## src/hdl/fault_pkg.sv

```systemverilog
// Package of constants for the LED driver fault manager
package fault_pkg;

	// ****************************************************************
	// Timing
	// ****************************************************************
	localparam int unsigned CLK_FREQ_HZ        = 250_000_000;
	localparam int unsigned RESTART_DELAY_US   = 3600;
	localparam int unsigned RESTART_CYCLES     = RESTART_DELAY_US * (CLK_FREQ_HZ / 1_000_000);
	localparam int unsigned TIMER_W            = 20;

	// ****************************************************************
	// Register map (APB byte offsets)
	// ****************************************************************
	localparam logic [11:0] ADDR_CONTROL       = 12'h000;
	localparam logic [11:0] ADDR_STATUS0       = 12'h004;
	localparam logic [11:0] ADDR_STATUS1       = 12'h008;
	localparam logic [11:0] ADDR_ID            = 12'h00C;

	// Control fields
	localparam int unsigned CTRL_RUN_BIT       = 0;
	localparam int unsigned CTRL_CH0_EN_BIT    = 1;
	localparam int unsigned CTRL_CH1_EN_BIT    = 2;
	localparam logic [31:0] CTRL_RESET         = 32'h0000_0000;
	localparam logic [31:0] CTRL_MASK          = 32'h0000_0007;

	// Identification word, value arbitrary
	localparam logic [31:0] BLOCK_ID           = 32'h0051_0001;

	// ****************************************************************
	// Channel states
	// ****************************************************************
	typedef enum logic [2:0] {
		ST_OFF      = 3'b000,
		ST_SOFT     = 3'b001,
		ST_RUN      = 3'b010,
		ST_BOOT_UV  = 3'b011,
		ST_HS_LIM   = 3'b100,
		ST_LS_LIM   = 3'b101,
		ST_THERMAL  = 3'b110
	} chan_state_t;

endpackage

```

## src/hdl/fault_channel.sv

```systemverilog
// One channel's fault state machine, restart timer and drive gating
//
// The implementer's own choices: the register offsets and the APB slave port.
`timescale 1ns/1ps
`default_nettype none

module fault_channel #(
	parameter int unsigned RESTART_CYCLES = fault_pkg::RESTART_CYCLES
) (
	input  wire logic        pclk,          // Core clock
	input  wire logic        presetn,       // Async reset, active low
	input  wire logic        global_ok,     // Bias good, awake, software run
	input  wire logic        chan_en,       // Software channel enable
	input  wire logic        over_temp,     // Junction above trip level
	input  wire logic        dropout,       // Dim input below dropout level
	input  wire logic        input_uv,      // Dim input below enable level
	input  wire logic        boot_uv_fall,  // Bootstrap below lower level
	input  wire logic        boot_uv_rise,  // Bootstrap below upper level
	input  wire logic        comp_ov,       // Compensation overvoltage
	input  wire logic        comp_start,    // Compensation above start level
	input  wire logic        short_out,     // Sense node below short level
	input  wire logic        hs_oc,         // High-side overcurrent
	input  wire logic        ls_oc,         // Low-side overcurrent
	output logic             hs_on,         // High-side gate allowed
	output logic             ls_on,         // Low-side gate allowed
	output logic             amp_en,        // Error amplifier enabled
	output logic             comp_connect,  // Compensation network connected
	output logic             comp_discharge,// Discharge compensation capacitor
	output logic             fault_o,       // Fault flag open-drain output data
	output logic             fault_oe_n,    // Fault flag enable, low drives
	output fault_pkg::chan_state_t state    // Current state
);

	fault_pkg::chan_state_t next_state;
	logic [fault_pkg::TIMER_W-1:0] timer;
	logic timer_done;

	assign timer_done = (timer == '0);

	// ****************************************************************
	// State transitions, one machine per channel
	// ****************************************************************
	always_comb begin
		next_state = state;
		case (state)
			fault_pkg::ST_OFF: begin
				if (global_ok && chan_en && !over_temp)
					next_state = fault_pkg::ST_SOFT;
			end
			fault_pkg::ST_SOFT: begin
				if (comp_start)
					next_state = fault_pkg::ST_RUN;
			end
			fault_pkg::ST_RUN: begin
				if (boot_uv_fall)
					next_state = fault_pkg::ST_BOOT_UV;
			end
			fault_pkg::ST_BOOT_UV: begin
				if (!boot_uv_rise)
					next_state = fault_pkg::ST_RUN;
			end
			fault_pkg::ST_HS_LIM, fault_pkg::ST_LS_LIM: begin
				if (timer_done)
					next_state = fault_pkg::ST_SOFT;
			end
			fault_pkg::ST_THERMAL: begin
				if (!over_temp)
					next_state = fault_pkg::ST_SOFT;
			end
			default: next_state = fault_pkg::ST_OFF;
		endcase
		// Current limits override the run states; low side is the harsher
		if (state == fault_pkg::ST_RUN || state == fault_pkg::ST_BOOT_UV || state == fault_pkg::ST_SOFT) begin
			if (ls_oc)
				next_state = fault_pkg::ST_LS_LIM;
			else if (hs_oc)
				next_state = fault_pkg::ST_HS_LIM;
		end
		if (over_temp && state != fault_pkg::ST_OFF)
			next_state = fault_pkg::ST_THERMAL;
		if (!global_ok || !chan_en)
			next_state = fault_pkg::ST_OFF;
	end

	// State register
	always_ff @(posedge pclk or negedge presetn) begin
		if (!presetn)
			state <= fault_pkg::ST_OFF;
		else
			state <= next_state;
	end

	// Restart timer, loaded on entry to a current-limit fault
	always_ff @(posedge pclk or negedge presetn) begin
		if (!presetn)
			timer <= '0;
		else if ((next_state == fault_pkg::ST_HS_LIM || next_state == fault_pkg::ST_LS_LIM) &&
		         state != next_state)
			timer <= fault_pkg::TIMER_W'(RESTART_CYCLES - 1);
		else if (!timer_done)
			timer <= timer - 1'b1;
	end

	// ****************************************************************
	// Drive outputs, registered
	// ****************************************************************
	// Input undervoltage gates switching without leaving run, so that
	// recovery resumes at the held compensation level
	always_ff @(posedge pclk or negedge presetn) begin
		if (!presetn) begin
			hs_on          <= 1'b0;
			ls_on          <= 1'b0;
			amp_en         <= 1'b0;
			comp_connect   <= 1'b0;
			comp_discharge <= 1'b1;
		end else begin
			hs_on          <= 1'b0;
			ls_on          <= 1'b0;
			amp_en         <= 1'b0;
			comp_connect   <= 1'b0;
			comp_discharge <= 1'b0;
			case (next_state)
				fault_pkg::ST_RUN: begin
					hs_on        <= !input_uv;
					ls_on        <= !input_uv;
					amp_en       <= !dropout && !input_uv;
					comp_connect <= !dropout && !input_uv;
				end
				fault_pkg::ST_SOFT: begin
					amp_en       <= !dropout && !input_uv;
					comp_connect <= !dropout && !input_uv;
				end
				fault_pkg::ST_BOOT_UV: begin
					ls_on        <= !input_uv;
					amp_en       <= !dropout && !input_uv;
					comp_connect <= !dropout && !input_uv;
				end
				fault_pkg::ST_HS_LIM: begin
					ls_on          <= !input_uv;
					comp_discharge <= 1'b1;
				end
				fault_pkg::ST_LS_LIM: begin
					comp_discharge <= 1'b1;
				end
				fault_pkg::ST_THERMAL: begin
					comp_discharge <= 1'b1;
				end
				default: begin
					comp_discharge <= 1'b1;
				end
			endcase
		end
	end

	// Open-drain fault flag: low whenever open or short is seen
	always_ff @(posedge pclk or negedge presetn) begin
		if (!presetn)
			fault_oe_n <= 1'b1;
		else
			fault_oe_n <= !(comp_ov || short_out);
	end

	assign fault_o = 1'b0;

endmodule

`default_nettype wire

```

## src/hdl/led_driver_fault_manager.sv

```systemverilog
// Top of the dual-channel LED driver fault manager with APB registers
`timescale 1ns/1ps
`default_nettype none

module led_driver_fault_manager #(
	parameter int unsigned RESTART_CYCLES = fault_pkg::RESTART_CYCLES // Restart delay in cycles
) (
	input  wire logic        pclk,                    // APB and core clock
	input  wire logic        presetn,                 // Async reset, active low
	input  wire logic        psel,                    // APB select
	input  wire logic        penable,                 // APB enable
	input  wire logic        pwrite,                  // APB write
	input  wire logic [11:0] paddr,                   // APB byte address
	input  wire logic [31:0] pwdata,                  // APB write data
	output logic      [31:0] prdata,                  // APB read data
	output logic             pready,                  // APB ready
	output logic             pslverr,                 // APB error
	input  wire logic        digital_bias_supply_good,// Digital bias above threshold
	input  wire logic        analog_bias_supply_good, // Analog bias above threshold
	input  wire logic        sleep_req,               // Device sleep state
	output logic             analog_bias_connect,     // Internal analog bias switch
	input  wire logic [1:0]  over_temp,               // Per channel thermal trip
	input  wire logic [1:0]  dim_dropout,             // Dim input below dropout level
	input  wire logic [1:0]  dim_undervoltage,        // Dim input below enable level
	input  wire logic [1:0]  boot_uv_fall,            // Bootstrap below falling level
	input  wire logic [1:0]  boot_uv_rise,            // Bootstrap below rising level
	input  wire logic [1:0]  comp_ov,                 // Compensation overvoltage
	input  wire logic [1:0]  comp_start,              // Compensation above start level
	input  wire logic [1:0]  sense_short,             // Sense node below short level
	input  wire logic [1:0]  hs_overcurrent,          // High-side current limit
	input  wire logic [1:0]  ls_overcurrent,          // Low-side current limit
	output logic      [1:0]  hs_gate_en,              // High-side drive allowed
	output logic      [1:0]  ls_gate_en,              // Low-side drive allowed
	output logic      [1:0]  amp_en,                  // Error amplifier enable
	output logic      [1:0]  comp_connect,            // Compensation network connect
	output logic      [1:0]  comp_discharge,          // Compensation discharge
	output logic      [1:0]  channel_fault_flag_n_o,  // Fault flag output data
	output logic      [1:0]  channel_fault_flag_n_oe_n// Fault flag enable, low drives
);

	// ****************************************************************
	// Shared enables
	// ****************************************************************
	logic [31:0] control;
	logic        global_ok;
	logic [31:0] next_prdata;
	fault_pkg::chan_state_t ch_state [2];

	// Either bias dropping or sleep stops both channels together
	assign global_ok = digital_bias_supply_good && analog_bias_supply_good &&
	                   !sleep_req && control[fault_pkg::CTRL_RUN_BIT];

	// Analog bias is opened in sleep to save current
	always_ff @(posedge pclk or negedge presetn) begin
		if (!presetn)
			analog_bias_connect <= 1'b0;
		else
			analog_bias_connect <= !sleep_req;
	end

	// ****************************************************************
	// Channels
	// ****************************************************************
	for (genvar i = 0; i < 2; i++) begin : g_ch
		fault_channel #(
			.RESTART_CYCLES(RESTART_CYCLES)
		) u_ch (
			.pclk          (pclk),
			.presetn       (presetn),
			.global_ok     (global_ok),
			.chan_en       (control[fault_pkg::CTRL_CH0_EN_BIT + i]),
			.over_temp     (over_temp[i]),
			.dropout       (dim_dropout[i]),
			.input_uv      (dim_undervoltage[i]),
			.boot_uv_fall  (boot_uv_fall[i]),
			.boot_uv_rise  (boot_uv_rise[i]),
			.comp_ov       (comp_ov[i]),
			.comp_start    (comp_start[i]),
			.short_out     (sense_short[i]),
			.hs_oc         (hs_overcurrent[i]),
			.ls_oc         (ls_overcurrent[i]),
			.hs_on         (hs_gate_en[i]),
			.ls_on         (ls_gate_en[i]),
			.amp_en        (amp_en[i]),
			.comp_connect  (comp_connect[i]),
			.comp_discharge(comp_discharge[i]),
			.fault_o       (channel_fault_flag_n_o[i]),
			.fault_oe_n    (channel_fault_flag_n_oe_n[i]),
			.state         (ch_state[i])
		);
	end

	// ****************************************************************
	// APB slave, zero wait states
	// ****************************************************************
	assign pready  = 1'b1;
	assign pslverr = 1'b0;

	// Control register write
	always_ff @(posedge pclk or negedge presetn) begin
		if (!presetn)
			control <= fault_pkg::CTRL_RESET;
		else if (psel && penable && pwrite && paddr == fault_pkg::ADDR_CONTROL)
			control <= pwdata & fault_pkg::CTRL_MASK;
	end

	// Status word: live comparator view plus channel state
	function automatic logic [31:0] status_word(input fault_pkg::chan_state_t st, input int i);
		status_word = {16'h0000,
		               comp_ov[i], sense_short[i], over_temp[i], hs_overcurrent[i],
		               ls_overcurrent[i], boot_uv_fall[i], dim_undervoltage[i], dim_dropout[i],
		               hs_gate_en[i], ls_gate_en[i], amp_en[i], comp_discharge[i],
		               !channel_fault_flag_n_oe_n[i], st};
	endfunction

	// Read mux, sampled at setup so data stands in the access phase
	always_comb begin
		next_prdata = 32'h0000_0000;
		case (paddr)
			fault_pkg::ADDR_CONTROL: next_prdata = control;
			fault_pkg::ADDR_STATUS0: next_prdata = status_word(ch_state[0], 0);
			fault_pkg::ADDR_STATUS1: next_prdata = status_word(ch_state[1], 1);
			fault_pkg::ADDR_ID:      next_prdata = fault_pkg::BLOCK_ID;
			default:                 next_prdata = 32'h0000_0000;
		endcase
	end

	always_ff @(posedge pclk or negedge presetn) begin
		if (!presetn)
			prdata <= 32'h0000_0000;
		else if (psel && !penable && !pwrite)
			prdata <= next_prdata;
	end

endmodule

`default_nettype wire

```

## config.mk

```make
export PLATFORM = sky130hd
export DESIGN_NAME = led_driver_fault_manager
export DESIGN_NICKNAME = d
export VERILOG_FILES = /design/src/hdl/fault_pkg.sv /design/src/hdl/fault_channel.sv /design/src/hdl/led_driver_fault_manager.sv
export SDC_FILE = /design/constraint.sdc
export NUM_CORES = 1
export LEC_CHECK = 0
export ABC_AREA = 1
export BUFFER_PORTS_ARGS = -buffer_cell sky130_fd_sc_hd__buf_2
export CORE_MARGIN = 2
export CORE_UTILIZATION = 58
export DETAILED_ROUTE_END_ITERATION = 7
export GPL_TIMING_DRIVEN = 0
export MAX_ROUTING_LAYER = met4
export PLACE_DENSITY_LB_ADDON = 0.2
export SETUP_SLACK_MARGIN = 0.4
export SYNTH_ARGS = -nofsm -noshare
export SYNTH_HDL_FRONTEND = slang
export SYNTH_HIERARCHICAL = 1
export SYNTH_SLANG_ARGS = --single-unit
```

## constraint.sdc

```tcl
create_clock -name pclk -period 4.56 [get_ports pclk]
set_input_delay 0.228 -clock pclk [delete_from_list [all_inputs] [get_ports pclk]]
set_output_delay 0.228 -clock pclk [all_outputs]
set_load 0.05 [all_outputs]
```

# [Yosys cells after proc, flatten, opt, wreduce, memory -nomap -nowiden]
# Cells that the tools add are included.
[word_totals] mem_bits_ro=0 latchBits=0 word_cells=142 register_bits=92 out_inout_bits=49 n_memories=0 input_bits=72 mem_bits_rw=0
[classes] n_reduce_logical=57 n_div=0 muxes=37 bitwise=0 n_mul=0 magnitude_cmp=0 n_eq_ne=29 addsub=2 shift=0
[ops] op="case mux 23 bit (4 select lines)" count=1
[ops] op="two-way mux 20 bit" count=4
[ops] op="two-way mux 3 bit" count=22
[ops] op="logical NOT 20 bit" count=2
[ops] op="subtractor 20 x 1 -> 20 bit, second input constant" count=2
[ops] op="case mux 3 bit (6 select lines)" count=2
[ops] op="== test 3 bit, second input constant" count=10
[ops] op="== test 12 x 4 -> 1 bit, second input constant" count=2
[ops] op="== test 3 x 2 -> 1 bit, second input constant" count=8
[ops] op="logical AND 1 bit" count=18
[ops] op="logical NOT 1 bit" count=16
[ops] op="== test 12 x 3 -> 1 bit, second input constant" count=1
[ops] op="== test 3 x 1 -> 1 bit, second input constant" count=4
[ops] op="logical NOT 12 bit" count=1
[ops] op="OR reduction 3 bit" count=4
[ops] op="logical OR 1 bit" count=10
[ops] op="two-way mux 1 bit" count=8
[ops] op="logical NOT 3 bit" count=2
[ops] op="!= test 3 bit" count=2
[ops] op="nonzero test 3 bit" count=2
[ops] op="!= test 2 bit, second input constant" count=2
[ops] op="OR reduction 2 bit" count=2

# [Logic depth before layout (Yosys ltp)]
[depth] word_depth=16 mapped_depth=18 mapped_depth_nobuf=17

# [By module]
# The synthesis kept the hierarchy.
[modules_own_cells] module="fault_channel at g_ch[1].u_ch" cells_each=220 n_inst=1 seq_area_each_um2=703.2 area_per_inst_um2=1716.6
[modules_own_cells] module="fault_channel at g_ch[0].u_ch" cells_each=200 n_inst=1 seq_area_each_um2=703.2 area_per_inst_um2=1655.3
[modules_own_cells] module="led_driver_fault_manager" cells_each=185 n_inst=1 seq_area_each_um2=525.5 area_per_inst_um2=1341.3

# [Worst setup path after synthesis]
# No wires, ideal clock.
[synth_timing] path_type="reg2reg" startpoint="register g_ch[0].u_ch/timer[0] in the netlist's numbering" endpoint="register g_ch[0].u_ch/timer[1] in the netlist's numbering" arrival_ps=1755 n_path_buf=1 path_stages_with_launch=17 t_required_ps=4439 path_slack_ps=2684 setup_time_ps=121 period_less_slack_ps=1876 path_cell_list="dfrtp_1 > inv_1 > ha_1 > nand2_1 > nor2_4 > nand3_4 > nand2_1 > nand2_1 > nand2_1 > nand2_1 > nand2_2 > nand2_2 > nand2_1 > nand3_4 > nand2_4 > buf_12 > nand2_2"
[synth_via] elab_chain_len=12 word_cells_on_any_way=17 classes_between="add/sub (1); eq/ne (4); mux (9); reduce/logical (3)"
[synth_rtl] item="start: declaration" line="fault_channel.sv:35" rtl="logic [fault_pkg::TIMER_W-1:0] timer;"
[synth_rtl] item="start signal: assignment" line="fault_channel.sv:99" rtl="timer <= fault_pkg::TIMER_W'(RESTART_CYCLES - 1);"
[synth_rtl] item="start signal: assignment" line="fault_channel.sv:101" rtl="timer <= timer - 1'b1;"
[synth_rtl] item="logical NOT 20 bit" line="fault_channel.sv:38" rtl="assign timer_done = (timer == '0);"
[synth_rtl] item="two-way mux 3 bit" line="fault_channel.sv:63" rtl="if (timer_done)"
[synth_rtl] item="case mux 3 bit (6 select lines)" line="fault_channel.sv:45" rtl="case (state)"
[synth_rtl] item="two-way mux 3 bit" line="fault_channel.sv:76" rtl="else if (hs_oc)"
[synth_rtl] item="two-way mux 3 bit" line="fault_channel.sv:74" rtl="if (ls_oc)"
[synth_rtl] item="two-way mux 3 bit" line="fault_channel.sv:73" rtl="if (state == fault_pkg::ST_RUN || state == fault_pkg::ST_BOOT_UV || state == fault_pkg::ST_SOFT) begin"
[synth_rtl] item="two-way mux 3 bit" line="fault_channel.sv:79" rtl="if (over_temp && state != fault_pkg::ST_OFF)"
[synth_rtl] item="two-way mux 3 bit" line="fault_channel.sv:81" rtl="if (!global_ok || !chan_en)"
[synth_rtl] item="== test 3 bit" line="fault_channel.sv:97" rtl="else if ((next_state == fault_pkg::ST_HS_LIM || next_state == fault_pkg::ST_LS_LIM) &&"
[synth_rtl] item="logical OR 1 bit" line="fault_channel.sv:97"
[synth_rtl] item="logical AND 1 bit" line="fault_channel.sv:97"
[synth_rtl] item="!= test 2 bit (no line) or two-way mux 20 bit (tied branches)"
# Several ways; a longest one is shown, not always the timed one. The select of a mux whose other input is x is not followed.
# A chain may end at the register's enable or synchronous reset.

# [Worst setup path in the final report]
[layout_timing] startpoint="register g_ch[0].u_ch/timer[0] in the netlist's numbering" endpoint="register g_ch[0].u_ch/timer[2] in the netlist's numbering"
# Same word-level chain as after synthesis.

==> metrics.txt <==
period utilisation layout 0.4743; Residual DRC 0; number of synthesized flops with an enable pin 0; CTS H-Tree Depth 3; Hold Path Stages 2; Starting DRT DRC Count 175; Crit. End Element register; total of max-cap violations 0; maximum VDD drop 0.1360 mV; critical path startpoint category register; first-pass GRT wire length 17.60 mm; Distinct cells, synth 45; WHS Endpoint analog_bias_connect; post-synthesis cell area 4713 um^2; Skew-Pair Late Insertion Delay 0.36 ns; gr usage total 0.2583; setup TNS 0 ns; DR vias 4,154; clock transition at the registers of the reported paths 0.09 ns; cell count after synthesis 605; Final Core Density 0.7063; #FFs+latches synth 77; CTS max path bufs 2; R2R Path Start g_ch[0].u_ch/timer[0]; Initial Util 0.6037; clk root buf clkbuf_8; syn_area_per_cell 7.791 um^2; Crit path max-delay family simple AND/OR/NAND/NOR gates; routed wire length per instance 12.66 um; Worst Path Buf+Inv 2; reg2reg setup slack 2.40 ns; Pre-antenna DRT Iters 4; gp weighted congestion 0.9804; FF-to-FF path depth 16; Yosys top cell by area dfrtp_1; synth top area cells dfrtp_1 (39%), nand2_1 (12%), nand3_1 (6.1%); critical path arrival 2.41 ns; RSZ-0062 raised after global routing false; die area 8863 um^2; Synth Flop Type dfrtp_1; Num CTS Buffers 9; crit path launch g_ch[0].u_ch/timer[0]; Data required, critical path 4.81 ns; Worst path slowest cell dfrtp_1; worst min-delay path category in2reg; num rows 32; Vias/cell 5.097; Most Frequent Cell on Critical Path nand2_1; Crit Path Max Fanout 10; largest net degree at the start of global routing 66; layout cells sized above 1 0.2931; antenna cells 0; min Tclk post-route 2.163 ns; Syn-to-layout area delta 16.99%; Leakage 2.828 nW; Final Hold Violating Endpoints 0; status finished, final reports clean; post-synth top area share 0.3876; FF-to-FF End g_ch[0].u_ch/timer[2]; ANT nets after route 0; # clock sinks 77; final setup fails 0; initial antenna violation count 0; fraction of registers with async set/reset 1.000; power density cells 231.8 nW/um^2; total I/O pin count 121; final slew viol count 0; Setup CP Type reg2reg; Fmax 462.4 MHz; CP peak stage delay 0.39 ns; total congestion overflow 0; sequential cell area fraction in the yosys report 0.4099; Die Span X 94.15 um; number of global-route vias before repair 4,040; port bufs 74; critical hold path startpoint sleep_req; final WL 10.32 mm; final net count 782; YS warnings 6; Cell Chain, Critical Path inv_1 > ha_1 > nand2_1 > nor2_4 > nand3_4 > nand2_1 > nand2_1 > nand2_1 > nand2_1 > nand2_2 > nand2_2 > nand2_1 > nand3_4 > nand2_4 > buf_12 > nand2_2; Setup Buffers After CTS 0; HPWL after DPL 7.655 mm; Die Y 94.15 um; total core area 7807 um^2; Max Clock Skew 0.01174 ns; CTS tree built
kinds of logic (layout without fill, tap and decap cells):
| logic type | Yosys count | count (layout) | synth area share |
|---|---|---|---|
| xor+xnor | 29 | 29 | 0.05389 |
| buf+inv | 103 | 198 | 0.1107 |
| compound gates | 40 | 40 | 0.05124 |
| flops | 77 | 77 | 0.4099 |
| other cells | 4 | 17 | 0.003185 |
| mux | 1 | 1 | 0.002389 |
| fa+ha+maj | 2 | 2 | 0.005308 |
| simple gates | 349 | 349 | 0.3634 |
repair_timing:
item / CTS / global route
hold buffers: 4 / 0
resized for setup: 0 / 0
endpoints found under the hold margin: 14 / 0
state kept, by name, indices dropped and copies added (netlist names):
register	count
g_ch.u_ch/hs_on	2
g_ch.u_ch/comp_connect	2
control	3
analog_bias_connect	1
g_ch.u_ch/fault_oe_n	2
g_ch.u_ch/comp_discharge	2
prdata	17
g_ch.u_ch/timer	40
g_ch.u_ch/state	6
g_ch.u_ch/ls_on	2
routing by layer:
metal  GRT usage  part of all wire
met2      0.4411              0.49
met5           -                 0
met3     0.02889             0.056
met4      0.1184             0.024
met1      0.3079              0.43
Yosys cell counts, drive strengths merged (3+ instances only):
master / count
nor4: 7
nand2: 185
dfstp: 4
xnor2: 9
a21oi: 18
dfrtp: 73
inv: 69
o31ai: 3
nand4: 12
nand3: 60
or2: 3
xor2: 20
nand3b: 3
o21ai: 15
nor2: 69
nor3: 9
conb: 4
buf: 31
stage by stage:
| step | instance area (um^2) | power (W) | hold slack [ns] | instances | setup WS [ns] |
|---|---|---|---|---|---|
| finish | 5514 | 0.001278 | 0.01536 | 815 | 2.397 |
| global route | 5514 | 0.001331 | 0.005576 | 815 | 2.192 |
| CTS | 5514 | 0.001290 | 0.002528 | 815 | 2.371 |
| detailed placement | 5290 | 0.0008037 | 0.09896 | 795 | 2.387 |
| global placement | 5260 | 0.0007996 | 0.3737 | 794 | 2.495 |
| floorplan | 4762 | 0.0007590 | -0.06759 | 618 | 2.684 |
final cells by class:
cell class	instances	area [um^2]
Timing Repair Buffer	79	440.4
Clock inverter	7	60.06
Tap cell	102	127.6
Sequential cell	77	1932
Inverter	70	262.8
Clock buffer	9	123.9
Multi-Input combinational cell	438	2308
Fill cell	633	2293
Buffer	33	259.0
power breakdown:
part	switching, W	total, W	internal [W]
Clock	0.000280	0.000485	0.000205
Sequential	0.000000558	0.000685	0.000684
Combinational	0.0000748	0.000108	0.0000333
Total	0.000355	0.00128	0.000923
how the worst max path moves through the flow:
stage	to	slack, ns	depth (start not counted)
after floorplan	g_ch[0].u_ch/timer[1]	2.68	16
after global placement	g_ch[0].u_ch/timer[1]	2.49	16
after detailed placement	g_ch[0].u_ch/timer[4]	2.39	16
after CTS	g_ch[0].u_ch/timer[1]	2.37	16
after global routing	g_ch[0].u_ch/timer[2]	2.19	16
final	g_ch[0].u_ch/timer[2]	2.40	16
cells in the final DEF, fill, tap and decap left out, drive strengths merged, types with 12 or more instances in the layout:
cell type	count
xor2	20
conb	17
nor2	69
nand4	12
nand3	60
dfrtp	73
nand2	185
buf	106
a21oi	18
inv	71
o21ai	15
(Power assumes the default switching activity.)
